<file path="src/include/pulse_profile_pkg.sv">
// constants, register map and state types for the pulse profile engine
// assumes a 20 MHz clk_sys and a byte-wide data memory read port
package pulse_profile_pkg;
	// clock and time base
	localparam int unsigned CLK_HZ        = 20000000;
	localparam int unsigned TICK_US_NS    = 1000;
	localparam int unsigned TICK_MS_NS    = 1000000;
	localparam int unsigned CLK_NS        = 1000000000 / CLK_HZ;
	localparam int unsigned US_CYCLES     = TICK_US_NS / CLK_NS;
	localparam int unsigned MS_CYCLES     = TICK_MS_NS / CLK_NS;

	// profile table layout
	localparam int unsigned SEG_MAX       = 255;
	localparam int unsigned SEG_BYTES     = 8;
	localparam logic [15:0] MIN_PERIOD    = 16'h0002;

	// register byte addresses (word aligned)
	localparam logic [3:0] ADDR_CTRL      = 4'h0;
	localparam logic [3:0] ADDR_STATUS    = 4'h4;
	localparam logic [3:0] ADDR_TABLE     = 4'h8;
	localparam logic [3:0] ADDR_SEGMENT   = 4'hc;

	// control fields
	localparam int unsigned CTRL_TB_BIT   = 3;
	localparam int unsigned CTRL_MULTI_BIT = 5;
	localparam int unsigned CTRL_EN_BIT   = 7;
	localparam logic [7:0]  CTRL_RESET    = 8'h00;

	// status fields
	localparam int unsigned ST_DERR_BIT   = 4;
	localparam int unsigned ST_ABORT_BIT  = 5;
	localparam int unsigned ST_IDLE_BIT   = 7;
	localparam logic [15:0] TABLE_RESET   = 16'h0000;

	typedef enum logic [5:0] {
		S_IDLE  = 6'b000001,
		S_COUNT = 6'b000010,
		S_FETCH = 6'b000100,
		S_WAIT  = 6'b001000,
		S_LOAD  = 6'b010000,
		S_RUN   = 6'b100000
	} state_t;
endpackage : pulse_profile_pkg

</file>
<file path="src/rtl/tick_divider.sv">
// time base divider: one-cycle tick every microsecond or millisecond
// assumes clk_sys at the package rate
`timescale 1ns/1ps
module tick_divider
	import pulse_profile_pkg::*;
(
	// clock and reset
	input  wire logic clk_sys,
	input  wire logic rstn,
	// control
	input  wire logic run,
	input  wire logic ms_sel,
	// tick out
	output logic      tick
);
	localparam logic [15:0] US_LAST = 16'(US_CYCLES - 1);
	localparam logic [15:0] MS_LAST = 16'(MS_CYCLES - 1);

	logic [15:0] cnt_q;

	// free count restarted while stopped so the first tick is a full unit
	always_ff @(posedge clk_sys) begin
		if (!rstn || !run || tick) begin
			cnt_q <= 16'h0000;
		end else begin
			cnt_q <= cnt_q + 16'h0001;
		end
	end

	assign tick = run && (cnt_q == (ms_sel ? MS_LAST : US_LAST));
endmodule : tick_divider

</file>
<file path="src/rtl/pulse_profile.sv">
// multi-segment pulse train engine with avalon-mm registers and a memory read port
// assumes a byte memory answering mem_rvalid one or more cycles after mem_read
`timescale 1ns/1ps
module pulse_profile
	import pulse_profile_pkg::*;
(
	// clock and reset
	input  wire logic        clk_sys,
	input  wire logic        rstn,
	// avalon-mm slave
	input  wire logic [3:0]  avs_address,
	input  wire logic        avs_read,
	input  wire logic        avs_write,
	input  wire logic [31:0] avs_writedata,
	output logic [31:0]      avs_readdata,
	output logic             avs_waitrequest,
	// data memory read port
	output logic [15:0]      mem_addr,
	output logic             mem_read,
	input  wire logic [7:0]  mem_rdata,
	input  wire logic        mem_rvalid,
	// pulse output and image fallback
	input  wire logic        image_out,
	output logic             pulse_train_output
);
	typedef struct packed {
		state_t      st;
		logic [7:0]  ctrl;
		logic [15:0] table_base;
		logic        derr;
		logic        uabort;
		logic [7:0]  seg_total;
		logic [7:0]  seg_num;
		logic [2:0]  byte_idx;
		logic [63:0] seg_buf;
		logic [15:0] addr;
		logic [15:0] period;
		logic signed [15:0] delta;
		logic [31:0] pulses_left;
		logic [15:0] tick_cnt;
		logic        pin;
		logic        ack;
		logic [31:0] rdata;
	} regs_t;

	regs_t r_q, r_d;
	logic  tick;

	// register decode used by both read and write paths
	function automatic logic hit(input logic [3:0] a, input logic [3:0] off);
		return a == off;
	endfunction : hit

	tick_divider u_tick (
		.clk_sys (clk_sys),
		.rstn    (rstn),
		.run     (r_q.st == S_RUN),
		.ms_sel  (r_q.ctrl[CTRL_TB_BIT]),
		.tick    (tick)
	);

	// one cycle wait then answer; ack drops waitrequest for exactly one cycle
	// a write commits on the waiting edge; harmless since the master holds it
	assign avs_waitrequest    = (avs_read || avs_write) && !r_q.ack;
	assign avs_readdata       = r_q.rdata;
	// fetch strobe is a state decode, so it holds until the memory answers
	assign mem_addr           = r_q.addr;
	assign mem_read           = (r_q.st == S_COUNT || r_q.st == S_FETCH);
	// outside a profile the pin follows the image bit
	assign pulse_train_output = (r_q.st == S_RUN) ? r_q.pin : image_out;

	// next-state logic for bus, fetch and pulse generation
	always_comb begin
		logic bus_req;
		logic en_fall;
		logic [16:0] nxt;
		logic [15:0] half;
		bus_req = 1'b0;
		en_fall = 1'b0;
		nxt     = 17'h00000;
		half    = 16'h0000;
		r_d     = r_q;
		r_d.ack = 1'b0;
		bus_req = (avs_read || avs_write) && !r_q.ack;

		// bus access; status flags are write-one-to-clear
		// a clear here loses to a hardware set further down in the same cycle
		if (bus_req) begin
			r_d.ack = 1'b1;
			r_d.rdata = 32'h00000000;
			if (avs_read) begin
				if (hit(avs_address, ADDR_CTRL)) begin
					r_d.rdata = {24'h000000, r_q.ctrl};
				end else if (hit(avs_address, ADDR_STATUS)) begin
					r_d.rdata[ST_IDLE_BIT]  = (r_q.st == S_IDLE);
					r_d.rdata[ST_ABORT_BIT] = r_q.uabort;
					r_d.rdata[ST_DERR_BIT]  = r_q.derr;
				end else if (hit(avs_address, ADDR_TABLE)) begin
					r_d.rdata = {16'h0000, r_q.table_base};
				end else if (hit(avs_address, ADDR_SEGMENT)) begin
					r_d.rdata = {24'h000000, r_q.seg_num};
				end
			end else begin
				if (hit(avs_address, ADDR_CTRL)) begin
					r_d.ctrl = avs_writedata[7:0];
					en_fall  = r_q.ctrl[CTRL_EN_BIT] && !avs_writedata[CTRL_EN_BIT];
				end else if (hit(avs_address, ADDR_STATUS)) begin
					if (avs_writedata[ST_DERR_BIT]) r_d.derr = 1'b0;
					if (avs_writedata[ST_ABORT_BIT]) r_d.uabort = 1'b0;
				end else if (hit(avs_address, ADDR_TABLE)) begin
					r_d.table_base = avs_writedata[15:0];
				end
			end
		end

		unique case (r_q.st)
			S_IDLE: begin
				// a rising enable in multi mode launches the profile
				if (bus_req && avs_write && hit(avs_address, ADDR_CTRL) &&
				    avs_writedata[CTRL_EN_BIT] && avs_writedata[CTRL_MULTI_BIT] &&
				    !r_q.ctrl[CTRL_EN_BIT]) begin
					r_d.st   = S_COUNT;
					r_d.addr = r_q.table_base;
				end
			end
			// an empty table ends at once and never touches the pin
			S_COUNT: if (mem_rvalid) begin
				r_d.seg_total = mem_rdata;
				r_d.seg_num   = 8'h00;
				r_d.addr      = r_q.addr + 16'h0001;
				r_d.byte_idx  = 3'h0;
				r_d.st        = (mem_rdata == 8'h00) ? S_IDLE : S_FETCH;
			end
			S_FETCH: if (mem_rvalid) begin
				// bytes land low first; words and dword are little endian
				r_d.seg_buf  = {mem_rdata, r_q.seg_buf[63:8]};
				r_d.addr     = r_q.addr + 16'h0001;
				r_d.byte_idx = r_q.byte_idx + 3'h1;
				if (r_q.byte_idx == 3'(SEG_BYTES - 1)) r_d.st = S_LOAD;
			end
			S_LOAD: begin
				// each segment restarts from its own start period
				// a zero count or a start period below the minimum cannot be run
				r_d.period      = r_q.seg_buf[15:0];
				r_d.delta       = r_q.seg_buf[31:16];
				r_d.pulses_left = r_q.seg_buf[63:32];
				r_d.seg_num     = r_q.seg_num + 8'h01;
				r_d.tick_cnt    = 16'h0000;
				r_d.pin         = 1'b1;
				if (r_q.seg_buf[15:0] < MIN_PERIOD || r_q.seg_buf[63:32] == 32'h0) begin
					r_d.derr = 1'b1;
					r_d.st   = S_IDLE;
				end else begin
					r_d.st = S_RUN;
				end
			end
			S_RUN: begin
				// 50 percent duty for even periods: high for half the period rounded down, low for the rest
				half = {1'b0, r_q.period[15:1]};
				if (tick) begin
					if (r_q.tick_cnt + 16'h0001 == half) r_d.pin = 1'b0;
					if (r_q.tick_cnt + 16'h0001 == r_q.period) begin
						r_d.tick_cnt    = 16'h0000;
						r_d.pin         = 1'b1;
						r_d.pulses_left = r_q.pulses_left - 32'h1;
						// period stepped once per pulse, so last = start+delta*(n-1)
						nxt = {1'b0, r_q.period} + {{1{r_q.delta[15]}}, r_q.delta};
						r_d.period = nxt[15:0];
						// the last pulse skips the range check: its successor is never used
						if (r_q.pulses_left == 32'h1) begin
							r_d.pin = 1'b0;
							// next segment in table order or finish
							r_d.st = (r_q.seg_num == r_q.seg_total) ? S_IDLE : S_FETCH;
							r_d.byte_idx = 3'h0;
						end else if (nxt[16] || nxt[15:0] < MIN_PERIOD) begin
							r_d.derr = 1'b1;
							r_d.st   = S_IDLE;
						end
					end else begin
						r_d.tick_cnt = r_q.tick_cnt + 16'h0001;
					end
				end
			end
			default: r_d.st = S_IDLE;
		endcase

		// disable wins over any progress this cycle
		// enable stays set after a finished profile; software clears it to relaunch
		if (en_fall && r_q.st != S_IDLE) begin
			r_d.uabort = 1'b1;
			r_d.st     = S_IDLE;
		end
	end

	// single register stage for the whole state
	// reset is synchronous, so only constants appear in this branch
	always_ff @(posedge clk_sys) begin
		if (!rstn) begin
			r_q            <= '0;
			r_q.st         <= S_IDLE;
			r_q.ctrl       <= CTRL_RESET;
			r_q.table_base <= TABLE_RESET;
		end else begin
			r_q <= r_d;
		end
	end
endmodule : pulse_profile

</file>
<file path="config.mk">
export PLATFORM = sky130hd
export DESIGN_NAME = pulse_profile
export DESIGN_NICKNAME = d
export VERILOG_FILES = /design/src/include/pulse_profile_pkg.sv /design/src/rtl/tick_divider.sv /design/src/rtl/pulse_profile.sv
export SDC_FILE = /design/constraint.sdc
export NUM_CORES = 1
export LEC_CHECK = 0
export ABC_AREA = 1
export BUFFER_PORTS_ARGS = -buffer_cell sky130_fd_sc_hd__clkbuf_2
export CAP_MARGIN = 20
export CORE_AREA = 2 2 237 239
export CTS_BUF_LIST = sky130_fd_sc_hd__clkbuf_4 sky130_fd_sc_hd__clkbuf_8
export DETAILED_ROUTE_END_ITERATION = 10
export DIE_AREA = 0 0 239 241
export MAX_ROUTING_LAYER = met4
export PLACE_DENSITY = 0.46
export RECOVER_POWER = 100
export SLEW_MARGIN = 20
export SYNTH_ARGS = -nofsm -noshare
export SYNTH_HDL_FRONTEND = slang
export SYNTH_SLANG_ARGS = --single-unit
</file>
<file path="constraint.sdc">
create_clock -name clk_sys -period 6.25 [get_ports clk_sys]
set_input_delay 0.625 -clock clk_sys [delete_from_list [all_inputs] [get_ports clk_sys]]
set_output_delay 0.625 -clock clk_sys [all_outputs]
set_load 0.05 [all_outputs]
</file>
## Yosys cells after proc, flatten, opt, wreduce, memory -nomap -nowiden

Index checks and enable logic that the tools add are counted.

| operators by class | value |
|---|---|
| multiplexer cells | 60 |
| reductions and logical operators | 43 |
| add/subtract/negate cells | 7 |
| equal/unequal tests | 26 |
| order comparisons | 2 |
| bitwise logic cells | 4 |

Operator list:

| cell | count |
|---|---|
| 49-bit case mux with 2 select lines | 1 |
| 16-bit 2-to-1 mux | 6 |
| 32-bit 2-to-1 mux | 3 |
| 83-bit 2-to-1 mux | 1 |
| 6-bit 2-to-1 mux | 9 |
| 49-bit 2-to-1 mux | 1 |
| 16-bit by 1-bit adder with 16-bit output, second input constant | 3 |
| 16-bit case mux with 3 select lines | 1 |
| 33-bit 2-to-1 mux | 1 |
| 16-bit equality test | 2 |
| 32-bit by 1-bit equality test with 1-bit output, second input constant | 1 |
| 32-bit logical NOT | 1 |
| 16-bit by 2-bit < comparator with 1-bit output, second input constant | 2 |
| 16-bit case mux with 2 select lines | 1 |
| 32-bit by 1-bit subtractor with 32-bit output, second input constant | 1 |
| 6-bit case mux with 5 select lines | 1 |
| 24-bit 2-to-1 mux | 1 |
| 16-bit by 17-bit adder with 17-bit output | 1 |
| 1-bit 2-to-1 mux | 17 |
| 16-bit by 15-bit equality test with 1-bit output | 1 |
| 8-bit case mux with 2 select lines | 1 |
| 15-bit 2-to-1 mux | 1 |
| 3-bit 2-to-1 mux | 5 |
| 11-bit 2-to-1 mux | 1 |
| other kinds (35) | 79 |

| storage, ports and cells | value |
|---|---|
| register bits after elaboration | 261 |
| output and inout port bits | 51 |
| word-level logic and storage cells | 160 |

## Depth between registers and ports, before layout

Gate-level depths: netlist of run 1.

| logic depth | value |
|---|---|
| word-level depth | 10 |
| gate-level depth with buffers | 20 |

## Cells and area by module

Synthesis of run 1 repeated with hierarchy kept, for this count alone.

| second synthesis, totals | value |
|---|---|
| cell total of the unflattened synthesis | 2133 |
| area total of the unflattened synthesis | 13835.8 um2 |

Modules (own cells, without submodules):

| module | area each (um2) | cells each | sequential area each (um2) | instances |
|---|---|---|---|---|
| pulse_profile | 12956.2 | 2001 | 4564.4 | 1 |
| tick_divider | 879.6 | 132 | 320.3 | 1 |

## Worst setup path after synthesis of run 1

Ideal clock, no wire load.

| path | value |
|---|---|
| path type | register to output |
| from | reg r_q[241] (netlist bit) |
| to | out pulse_train_output |
| path buffers | 2 |
| data arrival time | 2403 ps |
| stages on the path, launching flop included | 7 |
| setup slack | 3222 ps |
| cell sequence | dfxtp_1 > or2_2 > inv_1 > nand3_1 > clkbuf_1 > clkbuf_1 > o21ai_0 |

| between the ends | value |
|---|---|
| word-level cells in the longest chain between the ends | 2 |

Ends and longest elaborated chain:

| element | line | RTL |
|---|---|---|
| start: declaration | pulse_profile.sv:46 | `regs_t r_q, r_d;` |
| start signal: assignment | pulse_profile.sv:204 | `r_q <= r_d;` |
| 6-bit equality test | pulse_profile.sv:70 | `assign pulse_train_output = (r_q.st == S_RUN) ? r_q.pin : image_out;` |
| 1-bit 2-to-1 mux | pulse_profile.sv:70 |  |
| end: declaration | pulse_profile.sv:24 | `output logic pulse_train_output` |

Every way passes these cells.

## Final worst setup path of run 1

| path | value |
|---|---|
| from | reg r_q[241] (netlist bit) |
| to | reg r_q[52] (netlist bit) |

| between the ends | value |
|---|---|
| word-level cells in the longest chain between the ends | 4 |
| elaborated cells between the ends (all ways) | 8 |
| classes of those cells | 4 x eq/ne; 1 x mux; 3 x reduce/logical |

Ends and longest elaborated chain:

| element | line | RTL |
|---|---|---|
| 6-bit equality test | pulse_profile.sv:57, pulse_profile.sv:116 |  |
| 1-bit logical AND | tick_divider.sv:30 | `assign tick = run && (cnt_q == (ms_sel ? MS_LAST : US_LAST));` |
| 2-bit != test (no line) | -- |  |
| 3-bit AND reduction (no line) | -- |  |

Parallel ways exist; a longest one is shown, timed or not.
A chain may end at the register's enable or synchronous reset.

==> summary.txt, run 1 <==
Place
  • DP Area: between 10000 and 15000 sq um
  • Worst slack, placed: ~2.8 ns
  • Placed cells: 2775
  • PortBufs: a little under 70
  • Routability cong.: 0.883
  • Detail Placement HPWL: just under 30000 microns

Yosys
  • Avg Cell Area, Syn: between 6 and 7 sq um
  • Async set-reset flop share out of synthesis: 0
  • Post-Syn Instances: roughly 2100
  • Share of the synthesized area in the top cell type: 0.358
  • Synth top area cells: dfxtp_1 (36%), nand2_1 (15%), nor2_1 (7.4%)
  • Register area share after synthesis: 0.358
  • Post-synth top flop: dfxtp_1
  • Seq cells post-synth: 244
  • Post-Syn Area: 13600 sq um
  • Most frequent cell after synthesis: nand2_1
  • Number of synthesized flops with an enable pin: 0
  • Post-synth cell types: 51
  • Top cells by count, synth: nand2_1 (553), nor2_1 (269), dfxtp_1 (244), inv_1 (206), a21oi_1 (190)
  • Warnings from Yosys: 0
  • Yosys top cell by area: dfxtp_1

Setup path
  • Setup CP Type: register to register
  • Critical Path Sink Type: register
  • Reg2reg end: r_q[52]$_SDFFE_PN0P_
  • Crit. Startpoint: r_q[241]$_SDFFE_PP0P_
  • FF-to-FF Start: r_q[241]$_SDFFE_PP0P_
  • Critical path launch point type: register
  • R2r setup slk: between 1.5 and 2 ns
  • Required @ worst endpoint: just under 7 ns
  • Crit Path Max Fanout: 42
  • FF-to-FF path depth: 11
  • Crit path arrival time: 4.97 ns

Global routing
  • Initial antenna violation count: 8
  • Pin count of the biggest net entering global routing: a little over 70
  • First-pass GRT wire length: ~67000 microns
  • Vias in the first global route: 12400
  • Congestion Overflow GR: 0
  • GR Util All Layers: 0.149

Timing
  • Final setup viols: 0
  • Final Slew Violations: 159
  • Tcrit/Tclk final: 0.717
  • Final Hold Fails: 0
  • Actual slew at the worst max-slew pin: around 2.8 ns
  • Fin worst setup slack: 1.77 ns
  • RSZ-0062 raised after global routing: false
  • Fmax: 0.223 GHz
  • Relative slew slack: -0.897
  • Min Tclk post-route: between 4 and 5 ns
  • Setup TNS: 0 ns
  • Clock skew: slightly below 0.03 ns

Outcome
  • Status: complete, but fails checks
  • Violated checks: max-capacitance violations, max-slew violations

Cells and area
  • Fin cells: 2869
  • Design area: about 15000 sq um
  • Layout area overhead: 12.5%
  • Fin nets: approximately 2200
  • Layout cells sized above 1: 0.0705

Drt
  • DRT Wirelength: about 42000 microns
  • DRT antenna net count: 0
  • Initial DRC Count: 815
  • Remaining DRCs: 0
  • Drt pass-1 iters: 5
  • DR WL/cell: 14.6 microns
  • Vias: approximately 13000
  • Via density: between 4 and 5

Worst hold path
  • Worst min path class: input pin to register
  • WHS Path Cells: 3
  • Min-Delay Endpoint: r_q[229]$_SDFFE_PN0P_
  • HP Start: avs_writedata[14]

Clocking
  • Hold-fix buffers at CTS: 0
  • Clock Sinks: about 240
  • Clock latency on the worst-skew pair: 0.63 ns
  • CTS root buffer: clkbuf_8
  • # Post-CTS Setup Buffers: 0
  • H-tree depth: 2
  • CTS Buffer Depth: 3
  • Clk pin slew, worst setup/hold paths: approximately 0.06 ns
  • # resized after CTS: 0
  • CTS tree: yes
  • TritonCTS Buffers: 47

Floorplanning
  • Io pins: roughly 100
  • # rows: 86
  • Die width: roughly 240 microns
  • Die H: ~240 microns
  • Placeable core area: around 55000 sq um
  • Die ar.: 57600 sq um
  • Starting density of the core: 0.249

Pwr
  • Leakage Power: about 0.0064 uW
  • Pwr dens: 288 nW/um^2
  • Max VDD drop: 0.236 mV
  • Total power: around 4400 uW

Flow run
  • Max Cap Violations: 3
## layout by cell type (no fill, tap or decap), types with 6 or more instances in the layout
cell type  count
dfxtp_1      244
nand4_1       35
clkbuf_1      39
nand3b_1       9
clkinv_2       6
clkbuf_4      13
diode_2        8
o221ai_1       6
nand2_2        7
xor2_1        27
clkbuf_8      62
ha_1          24
inv_1        208
nor3_1        32
nor2_1       272
buf_4          7
nand3_1      111
nor4_1        22
xnor2_1       15
nand2_1      554
conb_1        16
a21oi_1      190
o21ai_0      154
clkbuf_2      32
## area by class of cell
type                       instances  area [sq um]
multi-input combinational       1535          7310
sequential                       244          4880
inverter                         214           805
timing repair buffer              78           359
clock buffer                      75           951
antenna                            8          20.0
clock inverter                    11           148
tap                              704           881
fill                            6172         39500
## critical path: stages, from the launching register on
cell	delay, ns
dfxtp_1	0.38
or2_2	0.13
inv_1	0.06
nand3_2	0.06
buf_4	0.49
clkinv_1	0.18
nand2_1	0.22
nand2_1	0.59
inv_1	0.84
nand2_1	0.85
o21ai_0	0.44
nor2_1	0.06
## worst max path at each step
stage                                  endpoint  slack [ns]
after floorplan              pulse_train_output        3.22
after global placement    r_q[110]$_SDFFE_PN0P_        2.85
after detailed placement  r_q[215]$_SDFFE_PN0P_        2.84
after CTS                  r_q[70]$_SDFFE_PN0P_        2.84
after global routing       r_q[70]$_SDFFE_PN0P_        1.30
final                      r_q[52]$_SDFFE_PN0P_        1.77
## cells by family (layout without fill, tap and decap cells)
| kind of cell | after synthesis | after routing | share of synthesized area |
|---|---|---|---|
| multiplexers | 5 | 5 | 0.00367 |
| buffers and inverters | 335 | 378 | 0.110 |
| other | 1 | 24 | 0.000275 |
| adder cells (fa/ha/maj) | 25 | 25 | 0.0235 |
| AO/OA/AOI/OAI | 380 | 380 | 0.146 |
| AND/OR/NAND/NOR | 1067 | 1067 | 0.332 |
| XOR/XNOR | 42 | 42 | 0.0270 |
| flip-flops | 244 | 244 | 0.358 |
## metal layers
| layer | up-vias | global-route usage | part of all wire |
|---|---|---|---|
| met5 | - | - | 0 |
| met1 | 6117 | 0.195 | 0.48 |
| li1 | 6811 | - | - |
| met3 | 68 | 0.0288 | 0.050 |
| met2 | 262 | 0.231 | 0.44 |
| met4 | 0 | 0.0485 | 0.023 |
## stage by stage
| step | hold WS, ns | util |
|---|---|---|
| after global routing | 0.219 | 0.280 |
| after CTS | 0.169 | 0.281 |
| after global placement | 0.433 | 0.261 |
| final | 0.227 | 0.280 |
| after detailed placement | 0.445 | 0.261 |
| after floorplan | 0.418 | - |
## registers in the layout (all words and copies together) (netlist names)
name	count
avs_readdata	16
mem_addr	16
r_q	196
u_tick.cnt_q	16
## power by group
group          total, uW  internal, uW  switching, uW  leakage (uW)
combinational        854           203            651       0.00384
clock               1860          1090            766      0.000584
sequential          1710          1630           79.2       0.00197
total               4420          2930           1500       0.00639
Note: power is estimated with default switching activity, not from simulation.
==> run 2, diff against run 1 <==
Settings changed: PLACE_DENSITY 0.46 to 0.47.
Clock period 6.25 ns to 3.97 ns, I/O delays scaled along.
==> run 2 against run 1 <==
  * The flow still finishes with violations (max-capacitance violations, max-slew violations)
  * Power is 55% higher
  * Via count barely moved
  * Non-clock buffer count rose by 13
  * Combinational power is 58% higher
  * Final cell count rose by 0.17%
  * Clock skew fell by 0.0028 ns
  * Sequential power grew 57%
  * Setup slack worse by 1.2 ns
  * Global-route usage increased by 0.16 points
  * Sequential share of layout area is 0.085 points lower
  * Largest power group unchanged
==> summary.txt, run 2 (synthesized netlist as in run 1, its figures left out) <==
Floorplanning
  • Placeable core area: 54900 sq um (unchanged)
  • Starting density of the core: 0.249 (unchanged)
  • # rows: 86 (unchanged)
  • Die width: 239 microns (unchanged)
  • Io pins: 101 (unchanged)
  • Die ar.: 57600 sq um (unchanged)
  • Die H: 241 microns (unchanged)

Outcome
  • Violated checks: max-capacitance violations, max-slew violations (unchanged)
  • Status: complete, but fails checks (unchanged)

Drt
  • Via density: 4.61 (was 4.62)
  • Vias: 13300 (about the same)
  • Remaining DRCs: 0 (unchanged)
  • DR WL/cell: 14.5 microns (was 14.6 microns)
  • Initial DRC Count: 704 (was 815)
  • DRT antenna net count: 0 (unchanged)
  • Drt pass-1 iters: 5 (unchanged)
  • DRT Wirelength: 41800 microns (was 42000 microns)

Cells and area
  • Most frequent cells in the layout: nand2_1 (555), nor2_1 (273), dfxtp_1 (244), inv_1 (207), a21oi_1 (190) (was nand2_1 (554), nor2_1 (272), dfxtp_1 (244), inv_1 (208), a21oi_1 (190))
  • Layout cells sized above 1: 0.0719 (was 0.0705)
  • Multi-input gate area: 7290 sq um (was 7310 sq um)
  • Most flop-heavy register: r_q (unchanged)
  • Diode count: 0 (was 8)
  • Layout area overhead: 12.8% (was 12.5%)
  • Fill count: 6245 (was 6172)
  • Most common cell after layout, fill and taps aside: nand2_1 (unchanged)
  • Fin nets: 2209 (was 2195)
  • Design area: 15400 sq um (about the same)
  • Max FFs per register: 196 (unchanged)
  • FF+latch area: 4880 sq um (unchanged)

Setup path
  • Crit Path Max Fanout: 17 (was 42)
  • Critical path launch point type: register (unchanged)
  • Critical Path Sink Type: register (unchanged)
  • Setup CP Type: register to register (unchanged)
  • Crit path arrival time: 3.86 ns (was 4.97 ns)
  • Required @ worst endpoint: 4.47 ns (was 6.74 ns)
  • R2r setup slk: 0.61 ns (was 1.77 ns)

Clocking
  • TritonCTS Buffers: 48 (was 47)
  • Clk pin slew, worst setup/hold paths: 0.07 ns (was 0.06 ns)
  • CTS root buffer: clkbuf_8 (unchanged)
  • CTS Buffer Depth: 3 (unchanged)
  • Clock Sinks: 244 (unchanged)
  • Clock latency on the worst-skew pair: 0.62 ns (was 0.63 ns)
  • H-tree depth: 2 (unchanged)
  • CTS tree: yes (unchanged)
  • # Post-CTS Setup Buffers: 0 (unchanged)

Place
  • Routability cong.: 0.836 (was 0.883)
  • DP Area: 14300 sq um (about the same)
  • Detail Placement HPWL: 30000 microns (was 29800 microns)
  • PortBufs: 68 (unchanged)

Timing
  • Tcrit/Tclk final: 0.846 (was 0.717)
  • Relative slew slack: -0.0639 (was -0.897)
  • Clock skew: 0.0268 ns (was 0.0296 ns)
  • Fmax: 0.298 GHz (was 0.223 GHz)
  • Final setup viols: 0 (unchanged)
  • Setup TNS: 0 ns (unchanged)
  • Min Tclk post-route: 3.36 ns (was 4.48 ns)
  • Final Hold Fails: 0 (unchanged)
  • Final Slew Violations: 81 (was 159)
  • Actual slew at the worst max-slew pin: 1.60 ns (was 2.85 ns)
  • Hold WS: 0.0523 ns (was 0.227 ns)
  • RSZ-0062 raised after global routing: false (unchanged)

Global routing
  • GR Util met2: 0.245 (was 0.231)
  • GR Util All Layers: 0.151 (was 0.149)
  • Vias in the first global route: 12800 (was 12400)
  • Initial antenna violation count: 0 (was 8)
  • Grt peak-use layer: met2 (unchanged)
  • Congestion Overflow GR: 0 (unchanged)
  • Pin count of the biggest net entering global routing: 81 (was 72)
  • GR Util met3: 0.0248 (was 0.0288)
  • Met1 Use GR: 0.193 (was 0.195)
  • First-pass GRT wire length: 67600 microns (was 66800 microns)

Pwr
  • Leakage Power: 0.00644 uW (was 0.00639 uW)
  • Total power: 6850 uW (was 4420 uW)
  • Max VDD drop: 0.385 mV (was 0.236 mV)
  • Pwr dens: 445 nW/um^2 (was 288 nW/um^2)

Flow run
  • Max Cap Violations: 1 (was 3)

Worst hold path
  • Worst min path class: input pin to register (unchanged)
[run 2: cell count changes in the layout (fill, tap and decap cells not counted), sizes merged]
cell,previous run,this run
clkinv,12,10
bufinv,3,2
inv,209,211
clkinvlp,1,2
diode,8,0
dlygate4sd3,0,10
clkbuf,146,149
[run 2: path summary, 6_finish.rpt]
| check | endpoint | depth (start not counted) | from |
|---|---|---|---|
| setup / recovery | r_q[240]$_SDFFE_PP0P_ | 14 | r_q[34]$_SDFFE_PN0P_ |
| hold / removal | r_q[217]$_SDFFE_PN0P_ | 3 | avs_writedata[2] |
| setup reg to reg | r_q[240]$_SDFFE_PP0P_ | 14 | r_q[34]$_SDFFE_PN0P_ |
| hold reg to reg | u_tick.cnt_q[0]$_SDFF_PP0_ | 1 | u_tick.cnt_q[0]$_SDFF_PP0_ |
[run 2: final cells by class]
cell class,instances,share of cell area
inverter,214,0.0523
sequential,244,0.317
multi-input combinational,1535,0.473
timing repair buffer,91,0.0310
clock buffer,75,0.0610
clock inverter,11,0.00796
tap,704,0.0572
[run 2: layer usage]
layer  wire length, microns  up-vias  part of all wire
met5                      0        -                 0
met4                    811        0             0.019
met3                   1980       65             0.047
met2                  19200      257              0.46
met1                  19800     6110              0.47
li1                       -     6825                 -
[run 2: worst max-delay path, stage by stage, from the launching register on]
cell     delay, ns
dfxtp_1       0.41
ha_1          0.27
nand2_1       0.12
nor2_1        0.28
nand4_1       0.20
nand2_1       0.18
nand2_1       0.07
nand2_1       0.10
nor2_1        0.06
nand2_1       0.12
nor2_1        0.09
nor2_2        0.75
nor2_1        0.34
a21oi_1       0.21
nor2_1        0.06
[run 2: what timing repair did]
action / CTS / global route
gates resized for setup: 0 / 0
endpoints found under the setup margin: 0 / 0
hold endpoints to repair: 10 / 0
hold buffers: 10 / 0
[run 2: through the flow]
step	setup WS, ns	util	std cells
detailed placement	0.822	0.261	2778
global placement	0.851	0.261	2778
CTS	0.784	0.282	2874
floorplan	1.17	-	2114
finish	0.611	0.281	2874
global route	0.313	0.281	2874
[run 2: power breakdown]
part           switching [uW]  total, uW  leakage (uW)  internal, uW
registers                 118       2690       0.00197          2570
logic                    1030       1350       0.00391           321
clock network            1170       2810      0.000564          1640
total                    2320       6850       0.00644          4530
